`src/include/isrep_pkg.sv`:
```
// Constants, command codes and field layout for instrument status reporting
package isrep_pkg;

    // ------------------------------------------------------------------
    // Register width and bit positions
    // ------------------------------------------------------------------
    localparam int REG_W = 8;

    // Instrument condition register
    localparam int IC_ALARM_BIT = 7;
    localparam int IC_HEATER_BIT = 4;
    localparam int IC_SENSOR_LSB = 0;
    localparam logic [7:0] IC_VALID_MASK = 8'h93;

    // Standard event register
    localparam int EV_OP_DONE_BIT = 7;
    localparam int EV_QUERY_ERR_BIT = 5;
    localparam int EV_DEVICE_BIT = 4;
    localparam int EV_EXEC_BIT = 3;
    localparam int EV_CMD_ERR_BIT = 2;
    localparam int EV_POWER_BIT = 0;
    localparam logic [7:0] EV_VALID_MASK = 8'hbd;
    localparam logic [7:0] EV_RESET = 8'h01;

    // Status summary byte
    localparam int SB_SERVICE_BIT = 6;
    localparam int SB_EVENT_BIT = 5;
    localparam int SB_MESSAGE_BIT = 4;
    localparam int SB_INSTRUMENT_BIT = 3;
    localparam logic [7:0] SB_ENABLE_MASK = 8'h38;

    // Reset values of the enable masks
    localparam logic [7:0] IC_EN_RESET = 8'h00;
    localparam logic [7:0] EV_EN_RESET = 8'h00;
    localparam logic [7:0] SR_EN_RESET = 8'h00;
    localparam logic [7:0] ZERO_BYTE = 8'h00;

    // ------------------------------------------------------------------
    // Decoded commands from the command parser
    // ------------------------------------------------------------------
    typedef enum logic [3:0] {
        CMD_NONE = 4'h0,
        CMD_CLEAR_STATUS = 4'h1,
        CMD_SET_EVENT_EN = 4'h2,
        CMD_GET_EVENT_EN = 4'h3,
        CMD_GET_EVENT = 4'h4,
        CMD_OP_COMPLETE = 4'h5,
        CMD_SET_SERVICE_EN = 4'h6,
        CMD_GET_SERVICE_EN = 4'h7,
        CMD_GET_STATUS_BYTE = 4'h8,
        CMD_GET_INST_COND = 4'h9,
        CMD_SET_INST_EN = 4'ha,
        CMD_GET_INST_EN = 4'hb
    } isrep_cmd_t;

endpackage

```
`src/design/isrep_core.sv`:
```
// Status reporting core: condition, event, summary byte and service request
//
// Overview of operation
// - Instrument condition bit 7 is set while any alarm is asserted.
// - Instrument condition bit 4 is set while a heater fault exists.
// - Condition bits 1 and 0 show sensor faults, one per input channel.
// - Status byte bit 3 is any bit of condition AND its enable mask.
// - Each instrument enable bit gates the same condition bit position.
// - Standard event bit 7 is set when operation completes.
// - Standard event bit 5 is set on a syntax error in a query.
// - Standard event bit 4 is set on a device error.
// - Standard event bit 3 is set when a valid command cannot execute.
// - Standard event bit 2 is set on a syntax error in a command.
// - Standard event bit 0 is set by reset to mark power-on; a read or clear-status empties it.
// - Status byte bit 5 is any bit of standard event AND its enable.
// - Status byte bit 6 is the request-for-service indication.
// - Status byte bit 4 is set while the output queue holds a message.
// - Service request goes out from status byte AND service enable mask.
// - Host writes and reads the service enable mask by command and query.
// - Clear-status clears events, the error queue and the message bit.
// - Event enable mask is set by command, read by query; one enables.
// - The standard event query returns the current event register.
// - Operation-complete command sets bit 7 once pending work finishes.
// - A one in the service enable mask enables that status bit.
`timescale 1ns/1ps

module isrep_core #(
    parameter int NUM_CHANNELS = 2
) (
    input wire logic ref_clk, // 100 MHz system clock
    input wire logic reset_n, // Asynchronous reset, active low
    // Command port from the command parser
    input wire logic cmd_valid, // Decoded command present, one-cycle pulse
    input wire isrep_pkg::isrep_cmd_t cmd_code, // Decoded command
    input wire logic [7:0] cmd_data, // Argument of set commands
    output logic rsp_valid, // Query answer present, one-cycle pulse
    output logic [7:0] rsp_data, // Query answer
    // Condition levels from the instrument (asynchronous)
    input wire logic alarm_active, // Any alarm asserted
    input wire logic heater_fault, // Heater fault present
    input wire logic [NUM_CHANNELS-1:0] sensor_fault, // Per-channel sensor fault
    // Event pulses from the command parser and the pending-work level (same clock)
    input wire logic query_syntax_error, // Syntax error in a query
    input wire logic device_fault_flag, // Device error
    input wire logic execution_failure, // Valid command that could not run
    input wire logic command_syntax_error, // Syntax error in a command
    input wire logic ops_pending, // Device operations still running
    // Output queue
    input wire logic message_waiting, // Output queue holds a message
    output logic output_queue_clear, // Flush output queue, one-cycle pulse
    output logic error_queue_clear, // Flush error queue, one-cycle pulse
    // Instrument bus
    output logic service_request, // Service request to the host
    output logic [7:0] status_byte // Current status summary byte
);

    // ------------------------------------------------------------------
    // Elaboration checks
    // ------------------------------------------------------------------
    initial begin
        if (NUM_CHANNELS < 1 || NUM_CHANNELS > 2) begin
            $error("isrep_core: NUM_CHANNELS must be 1 or 2");
        end
    end

    // ------------------------------------------------------------------
    // State
    // ------------------------------------------------------------------
    typedef struct packed {
        logic [7:0] event_reg;
        logic [7:0] event_en;
        logic [7:0] inst_en;
        logic [7:0] service_en;
        logic op_done_armed;
        logic rsp_valid;
        logic [7:0] rsp_data;
        logic service_request;
        logic [7:0] status_byte;
        logic oq_clear;
        logic eq_clear;
    } isrep_state_t;

    isrep_state_t state_q;
    isrep_state_t state_d;

    // ------------------------------------------------------------------
    // Helpers
    // ------------------------------------------------------------------
    function automatic logic masked_any(input logic [7:0] value, input logic [7:0] mask);
        masked_any = |(value & mask);
    endfunction

    // ------------------------------------------------------------------
    // Condition inputs cross into the clock domain
    // ------------------------------------------------------------------
    localparam int COND_W = NUM_CHANNELS + 2;

    logic [COND_W-1:0] cond_sync;
    logic [7:0] inst_cond;
    logic [7:0] event_hits;
    logic [7:0] stb_now;
    logic event_summary_bit;
    logic instrument_summary_bit;
    logic service_request_flag;

    isrep_sync #(
        .WIDTH(COND_W)
    ) u_cond_sync (
        .ref_clk(ref_clk),
        .reset_n(reset_n),
        .async_in({alarm_active, heater_fault, sensor_fault}),
        .sync_out(cond_sync)
    );

    // ------------------------------------------------------------------
    // Instrument condition and status byte
    // ------------------------------------------------------------------
    always_comb begin
        inst_cond = isrep_pkg::ZERO_BYTE;
        inst_cond[isrep_pkg::IC_ALARM_BIT] = cond_sync[COND_W-1];
        inst_cond[isrep_pkg::IC_HEATER_BIT] = cond_sync[COND_W-2];
        for (int ch = 0; ch < NUM_CHANNELS; ch++) begin
            inst_cond[isrep_pkg::IC_SENSOR_LSB + ch] = cond_sync[ch];
        end
    end

    // Bitwise gating, same position in mask and condition
    assign instrument_summary_bit = masked_any(inst_cond, state_q.inst_en);
    assign event_summary_bit = masked_any(state_q.event_reg, state_q.event_en);

    always_comb begin
        stb_now = isrep_pkg::ZERO_BYTE;
        stb_now[isrep_pkg::SB_EVENT_BIT] = event_summary_bit;
        stb_now[isrep_pkg::SB_MESSAGE_BIT] = message_waiting;
        stb_now[isrep_pkg::SB_INSTRUMENT_BIT] = instrument_summary_bit;
    end

    // Service bit itself is never in the enable mask, so no feedback loop
    assign service_request_flag = masked_any(stb_now, state_q.service_en);

    // ------------------------------------------------------------------
    // Event sources
    // ------------------------------------------------------------------
    always_comb begin
        event_hits = isrep_pkg::ZERO_BYTE;
        event_hits[isrep_pkg::EV_OP_DONE_BIT] = state_q.op_done_armed && !ops_pending;
        event_hits[isrep_pkg::EV_QUERY_ERR_BIT] = query_syntax_error;
        event_hits[isrep_pkg::EV_DEVICE_BIT] = device_fault_flag;
        event_hits[isrep_pkg::EV_EXEC_BIT] = execution_failure;
        event_hits[isrep_pkg::EV_CMD_ERR_BIT] = command_syntax_error;
    end

    // ------------------------------------------------------------------
    // Next state
    // ------------------------------------------------------------------
    always_comb begin
        state_d = state_q;
        state_d.rsp_valid = 1'b0;
        state_d.oq_clear = 1'b0;
        state_d.eq_clear = 1'b0;

        // Completion fires once, then disarms
        if (state_q.op_done_armed && !ops_pending) begin
            state_d.op_done_armed = 1'b0;
        end

        if (cmd_valid) begin
            unique case (cmd_code)
                isrep_pkg::CMD_NONE: begin
                end
                isrep_pkg::CMD_CLEAR_STATUS: begin
                    state_d.event_reg = isrep_pkg::ZERO_BYTE;
                    state_d.op_done_armed = 1'b0;
                    state_d.oq_clear = 1'b1;
                    state_d.eq_clear = 1'b1;
                end
                isrep_pkg::CMD_SET_EVENT_EN: begin
                    state_d.event_en = cmd_data & isrep_pkg::EV_VALID_MASK;
                end
                isrep_pkg::CMD_GET_EVENT_EN: begin
                    state_d.rsp_valid = 1'b1;
                    state_d.rsp_data = state_q.event_en;
                end
                isrep_pkg::CMD_GET_EVENT: begin
                    // Reading hands the events to the host and empties the register
                    state_d.rsp_valid = 1'b1;
                    state_d.rsp_data = state_q.event_reg;
                    state_d.event_reg = isrep_pkg::ZERO_BYTE;
                end
                isrep_pkg::CMD_OP_COMPLETE: begin
                    state_d.op_done_armed = 1'b1;
                end
                isrep_pkg::CMD_SET_SERVICE_EN: begin
                    state_d.service_en = cmd_data & isrep_pkg::SB_ENABLE_MASK;
                end
                isrep_pkg::CMD_GET_SERVICE_EN: begin
                    state_d.rsp_valid = 1'b1;
                    state_d.rsp_data = state_q.service_en;
                end
                isrep_pkg::CMD_GET_STATUS_BYTE: begin
                    state_d.rsp_valid = 1'b1;
                    state_d.rsp_data = state_q.status_byte;
                end
                isrep_pkg::CMD_GET_INST_COND: begin
                    state_d.rsp_valid = 1'b1;
                    state_d.rsp_data = inst_cond;
                end
                isrep_pkg::CMD_SET_INST_EN: begin
                    state_d.inst_en = cmd_data & isrep_pkg::IC_VALID_MASK;
                end
                isrep_pkg::CMD_GET_INST_EN: begin
                    state_d.rsp_valid = 1'b1;
                    state_d.rsp_data = state_q.inst_en;
                end
                default: begin
                    state_d.eq_clear = 1'b0;
                end
            endcase
        end

        // New events win over a clear or a read in the same cycle
        state_d.event_reg = (state_d.event_reg | event_hits) & isrep_pkg::EV_VALID_MASK;

        state_d.status_byte = stb_now;
        state_d.status_byte[isrep_pkg::SB_SERVICE_BIT] = service_request_flag;
        state_d.service_request = service_request_flag;
    end

    // ------------------------------------------------------------------
    // Registers
    // ------------------------------------------------------------------
    always_ff @(posedge ref_clk or negedge reset_n) begin
        if (!reset_n) begin
            state_q.event_reg <= isrep_pkg::EV_RESET;
            state_q.event_en <= isrep_pkg::EV_EN_RESET;
            state_q.inst_en <= isrep_pkg::IC_EN_RESET;
            state_q.service_en <= isrep_pkg::SR_EN_RESET;
            state_q.op_done_armed <= 1'b0;
            state_q.rsp_valid <= 1'b0;
            state_q.rsp_data <= isrep_pkg::ZERO_BYTE;
            state_q.service_request <= 1'b0;
            state_q.status_byte <= isrep_pkg::ZERO_BYTE;
            state_q.oq_clear <= 1'b0;
            state_q.eq_clear <= 1'b0;
        end else begin
            state_q <= state_d;
        end
    end

    // ------------------------------------------------------------------
    // Outputs
    // ------------------------------------------------------------------
    assign rsp_valid = state_q.rsp_valid;
    assign rsp_data = state_q.rsp_data;
    assign output_queue_clear = state_q.oq_clear;
    assign error_queue_clear = state_q.eq_clear;
    assign service_request = state_q.service_request;
    assign status_byte = state_q.status_byte;

endmodule // isrep_core

```
`src/design/isrep_sync.sv`:
```
// Two-stage synchroniser for asynchronous condition levels
`timescale 1ns/1ps

module isrep_sync #(
    parameter int WIDTH = 4
) (
    input wire logic ref_clk, // System clock
    input wire logic reset_n, // Asynchronous reset, active low
    input wire logic [WIDTH-1:0] async_in, // Levels from outside the clock domain
    output logic [WIDTH-1:0] sync_out // Synchronised levels
);

    typedef struct packed {
        logic [WIDTH-1:0] meta;
        logic [WIDTH-1:0] stable;
    } isrep_sync_t;

    isrep_sync_t state_q;
    isrep_sync_t state_d;

    initial begin
        if (WIDTH < 1) begin
            $error("isrep_sync: WIDTH must be at least 1");
        end
    end

    // First stage is read only by the second
    always_comb begin
        state_d = state_q;
        state_d.meta = async_in;
        state_d.stable = state_q.meta;
    end

    always_ff @(posedge ref_clk or negedge reset_n) begin
        if (!reset_n) begin
            state_q <= '0;
        end else begin
            state_q <= state_d;
        end
    end

    assign sync_out = state_q.stable;

endmodule // isrep_sync

```
`config.mk`:
```
export PLATFORM = sky130hd
export DESIGN_NAME = isrep_core
export DESIGN_NICKNAME = d
export VERILOG_FILES = /design/src/include/isrep_pkg.sv /design/src/design/isrep_core.sv /design/src/design/isrep_sync.sv
export SDC_FILE = /design/constraint.sdc
export NUM_CORES = 1
export LEC_CHECK = 0
export BUFFER_PORTS_ARGS = -buffer_cell sky130_fd_sc_hd__clkbuf_2
export CAP_MARGIN = 20
export CELL_PAD_IN_SITES_DETAIL_PLACEMENT = 0
export CELL_PAD_IN_SITES_GLOBAL_PLACEMENT = 1
export CORE_MARGIN = 1.5
export CORE_UTILIZATION = 30
export CTS_CLUSTER_DIAMETER = 60
export CTS_CLUSTER_SIZE = 10
export DETAILED_ROUTE_END_ITERATION = 12
export PLACE_DENSITY = 0.68
export SLEW_MARGIN = 40
export SYNTH_ARGS = -nofsm -noshare
export SYNTH_HDL_FRONTEND = slang
export SYNTH_SLANG_ARGS = --single-unit
```
`constraint.sdc`:
```
create_clock -name ref_clk -period 2.14 [get_ports ref_clk]
set_input_delay 0.642 -clock ref_clk [delete_from_list [all_inputs] [get_ports ref_clk]]
set_output_delay 0.642 -clock ref_clk [all_outputs]
set_load 0.02 [all_outputs]
```
=== After elaboration in Yosys (flattened, before gate mapping) ===
Cells that the tools add are included.

* Bits in registers: 44
* Input bits: 25
* Output and inout port bits: 20
* Word-level logic and storage cells: 49

* Equal/unequal tests: 11
* Muxes and demuxes: 10
* Bitwise logic cells: 4
* Reduce and logical (&&, ||, !) cells: 11

{| class="wikitable"
|+ Operator list
! operator !! number
|-
| case mux 9 bit (6 select lines) || 1
|-
| two-way mux 42 bit || 1
|-
| two-way mux 8 bit || 3
|-
| OR reduction 8 bit || 3
|-
| AND 8 bit || 2
|-
| == test 4 x 3 -> 1 bit (second input constant) || 4
|-
| == test 4 bit (second input constant) || 4
|-
| == test 4 x 2 -> 1 bit (second input constant) || 2
|-
| OR 8 bit || 1
|-
| AND reduction 2 bit || 4
|-
| AND 6 bit || 1
|-
| two-way mux 6 bit || 1
|-
| nonzero test 6 bit || 1
|-
| == test 4 x 1 -> 1 bit (second input constant) || 1
|-
| two-way mux 1 bit || 2
|-
| two-way mux 2 bit || 1
|-
| case mux 1 bit (2 select lines) || 1
|-
| OR reduction 2 bit || 1
|-
| logical AND 1 bit || 1
|-
| logical NOT 1 bit || 1
|}

=== Longest topological paths before layout ===
* Word-level depth: 6
* Gate-level depth with buffers: 6
* Gate-level depth less buffers: 4

=== Modules after synthesis ===
A second synthesis with hierarchy kept.

* Cells, all modules: 166
* Area total of the unflattened synthesis: 1915.6 µm²

{| class="wikitable"
|+ By module, submodules not included
! module !! instances !! cells an instance !! area each (µm²) !! seq. area each (µm²)
|-
| isrep_core || 1 || 158 || 1715.4 || 852.1
|-
| isrep_sync || 1 || 8 || 200.2 || 200.2
|}

=== Worst setup path after synthesis ===
No wires, ideal clock.

* Path type: input -> register
* Start: input port cmd_code[3]
* End: register state_q[24] in the netlist's numbering
* Setup time: 0.125 ns
* Arrival: 1.613 ns
* Data required time: 2.015 ns
* Setup slack: 0.402 ns
* Stages: 5
* Buffers on the path: 2
* Path through: buf_4 buf_6 nand2b_1 nor2_1 mux2_2

* Longest elaborated chain between the ends: 2

{| class="wikitable"
|+ RTL lines
! what !! line !! text
|-
| start: declaration || isrep_core.sv:34 || <nowiki>input wire isrep_pkg::isrep_cmd_t cmd_code,</nowiki>
|-
| == test 4 x 3 -> 1 bit || isrep_core.sv:168 || <nowiki>unique case (cmd_code)</nowiki>
|-
| AND reduction 2 bit (no line) || n/a ||
|-
| end signal: assignment || isrep_core.sv:246 || <nowiki>state_q <= state_d;</nowiki>
|-
| end: declaration || isrep_core.sv:83 || <nowiki>isrep_state_t state_q;</nowiki>
|}

No other way between the ends.
A chain may end at the register's enable or synchronous reset.

=== Worst setup path after layout ===
* Start: input port cmd_code[3]
* End: register state_q[44] in the netlist's numbering

* Longest elaborated chain between the ends: 2

{| class="wikitable"
|+ RTL lines
! what !! line
|-
| == test 4 x 2 -> 1 bit || isrep_core.sv:168
|-
| AND reduction 2 bit (no line) || n/a
|}

No other way between the ends.

==> results <==
- After synthesis, the mean cell area works out to 12.1 µm².
- The die is 84.0 µm wide.
- The number of slew-limit violations in the final report was 0.
- Among all cell types in the netlist, the one instantiated most often is sky130_fd_sc_hd__dfrtp_1.
- After the last flow step, the layout net total stands at 221.
- The placeable core region is 6350 µm².
- Traced cell by cell, the critical path runs through clkbuf_2, or3_1, mux2_4.
- After routing, the total negative slack on setup checks comes to 0 ps.
- The number of instances in the synthesized netlist is 163.
- The final core utilization is 35.3%.
- The final weighted congestion of routability-driven global placement is 0.824.
- The worst path required time is 2320 ps.
- The most used flip-flop cell after synthesis is sky130_fd_sc_hd__dfrtp_1.
- The synthesized design spends more area on one cell type than any other, namely sky130_fd_sc_hd__dfrtp_1.
- The clock transition at the registers of the reported paths is 80 ps.
- The CTS tree is built.
- The relative max-transition margin is 63.3%.
- The number of global-route vias before repair was 1,301.
- The leakage power of the design is 0.00106 µW.
- The number of design rule violations left after detail routing is 0.
- During placement, the flow inserted port buffers numbering 39.
- After clock tree synthesis, the repair step resized 0 gates.
- For this block, the via count after detailed routing is 1,265.
- Once layout is done, the placed cells without fillers occupy 2240 µm².
- The number of buffers created by CTS is 5.
- STA classifies the critical path endpoint as a flip-flop.
- The final critical path takes up 78.4% of the cycle.
- The area added between synthesis and finish is 14.0%.
- Counting flops and latches in the post-synthesis netlist gives 42.
- The synthesized design devotes to its leading area cell type 52.1% of total area.
- Across the run, the number of max-cap violations was 0.
- The category of the worst setup path launch point is a primary input.
- The count of different cell masters after synthesis is 41.
- The number of flops mapped to enable cells by yosys is 0.
- The total number of H-tree levels is 2.
- The total setup buffers inserted after CTS is 0.
- The top-level port count is 45.
- Broken down by cell family, the worst path's largest delay share belongs to simple AND/OR/NAND/NOR gates.
- The worst hold path belongs to the class primary input to asynchronous set/reset pin.
- The routing layer with the top usage in global route is met2.
- The fraction of layout instances using a drive strength above 1 is 38.6%.
- From bottom edge to top edge, the die measures 84.0 µm.
- The worst voltage drop across the vdd grid is 0.000440 V.
- The first detailed-routing pass took 4 iterations.
- The buffer levels on the longest clock path is 2.
- Clock latency on the worst-skew pair, taken at its later pin, is 290 ps.
- Counting both buffers and inverters, the worst setup path holds a total of 1.
- The total detailed-routing wirelength is 3870 µm.
- Among all stages on the critical path, the largest delay is contributed by sky130_fd_sc_hd__or3_1.
- After legalization and detailed placement, the total HPWL measured 3040 µm.
- The total clock sinks is 42.
- Setup repair after global routing left no endpoint under its margin.
- The residual antenna-violating net count after detailed routing is 0.
- The worst clock skew is 6.35 ps.
- The first routing iteration left 51 violations.
- Static timing analysis puts the maximum clock frequency at 0.596 GHz.
- The share of async-settable or async-resettable flops after synthesis is 100%.
- Once the floorplan was initialized, standard cells occupied 31.0% of the core.
- The pin count of the biggest net entering global routing is 24.
- The number of hold buffers added after CTS was 0.
- The minimum period implied by the final worst setup slack is 1680 ps.
- The flow ran to the end, and the final reports show no timing, DRC or antenna violations.
- In this design, the stage delay of the slowest critical-path cell is 620 ps.
- Global routing finished with a remaining overflow of 0.
- The global-route wire length before repair is 6560 µm.
- Setup violations remaining at the end of the flow were counted as 0.
- Of all nets on the critical path, the largest fanout is 15.
- After detailed routing, the number of vias per cell comes to 4.62.
- The floorplan step defined a die boundary enclosing 7060 µm².
- The type of the worst setup path is primary input to flip-flop.
- For this run, the number of Yosys warnings is 0.
- The wire length per cell is 14.1 µm.
- In the global route stage, met2 resource usage came out at 18.0%.
- The transition time of the tightest slew-check pin is 551 ps.
- For this run, the total global-route usage over all layers was measured as 12.0%.
- The synthesized netlist occupies a cell area of 1970 µm².
- The arrival time of the worst setup path is 1860 ps.
- Dividing total power by cell area gives a power density of 826 nW/µm².
- The sequential share of the synthesized area is 53.4%.
- The number of antenna violations at the first check in global routing is 0.
- For this run, global-route usage on met3 was measured as 3.66%.
- Yosys attributes the largest share of cell area to sky130_fd_sc_hd__dfrtp_1 (52%), sky130_fd_sc_hd__buf_4 (7.2%), sky130_fd_sc_hd__mux2_2 (5.1%).
- By count the netlist is led by sky130_fd_sc_hd__dfrtp_1 (41), sky130_fd_sc_hd__buf_4 (19), sky130_fd_sc_hd__nand2_1 (11).
- The initialized floorplan defines 29 standard-cell rows.
- After detailed placement, the total cell area comes to 2160 µm².
- The final hold violation count is 0.
- The tree is rooted in a sky130_fd_sc_hd__clkbuf_8.
- The number of antenna diodes is 0.
- The global-route met1 utilization is 16.4%.
==> worst paths after layout <==
path	startpoint	to	slack [ps]	depth (start not counted)
max	cmd_code[3]	state_q[44]	460	3
min	reset_n	state_q[50]	320	1
max reg2reg	state_q[33]	rsp_data[4]	770	4
min reg2reg	u_cond_sync.state_d[2]	u_cond_sync.sync_out[2]	350	0
max in group asynchronous	reset_n	state_q[45]	1240	2
min in group ref_clk	u_cond_sync.state_d[2]	u_cond_sync.sync_out[2]	350	0
==> cells by family after synthesis <==
| group | share of synthesized area [%] |
|---|---|
| AO/OA/AOI/OAI | 14.5 |
| multiplexers | 11.2 |
| XOR/XNOR | 0.445 |
| AND/OR/NAND/NOR | 9.98 |
| buffers and inverters | 10.2 |
| flip-flops | 53.4 |
| other | 0.190 |
==> report_power, final <==
group | total (µW) | switching (µW) | leakage (µW) | internal (µW)
registers | 983 | 80.7 | 0.000505 | 902
clock network | 496 | 266 | 0.0000452 | 230
logic | 375 | 196 | 0.000511 | 179
==> worst register-to-register path, cell delays in order, from the launching register on <==
cell and delay [ps]:
sky130_fd_sc_hd__dfrtp_1 390, sky130_fd_sc_hd__mux2i_1 110, sky130_fd_sc_hd__a2111oi_0 530, sky130_fd_sc_hd__or2_1 180, sky130_fd_sc_hd__o22a_1 110
==> through the flow <==
| stage | setup slack (ps) | total power (µW) | hold slack (ps) | cells |
|---|---|---|---|---|
| CTS | 478 | 1890 | 326 | 274 |
| detailed placement | 160 | 1380 | 335 | 266 |
| floorplan | 402 | 1280 | 331 | 166 |
| finish | 463 | 1850 | 321 | 274 |
| global placement | 158 | 1370 | 336 | 266 |
| global route | 310 | 1970 | 350 | 274 |
==> cell type report <==
type	instances	area, µm²
fillers	661	4110
clock inverters	2	13.8
flip-flops and latches	42	1050
multi-input cells	96	727
well taps	77	96.3
repair buffers	47	268
inverters	4	15.0
clock buffers	6	72.6
==> cell usage in the layout, fill, tap and decap left out, drive strengths merged, types with 2 or more instances in the layout <==
cell type / count
a21o: 4
a22oi: 8
a31oi: 3
a32oi: 3
and2: 3
and4b: 2
buf: 8
clkbuf: 45
clkinv: 2
conb: 4
dfrtp: 41
inv: 4
mux2: 15
mux2i: 3
nand2: 11
nand3: 6
nor2: 3
nor2b: 4
o21ai: 8
o22a: 3
==> flip-flops by register name, summed over array words and instances (netlist names) <==
name,cells
status_byte,4
u_cond_sync.state_d,4
rsp_valid,1
error_queue_clear,1
rsp_data,8
state_q,20
u_cond_sync.sync_out,4
==> metal layers <==
metal	vias up	part of all wire [%]
li1	627	-
met1	599	49
met2	34	45
met3	5	4.7
met4	0	1.1
met5	-	0
Power figures use the tool's default switching activity.
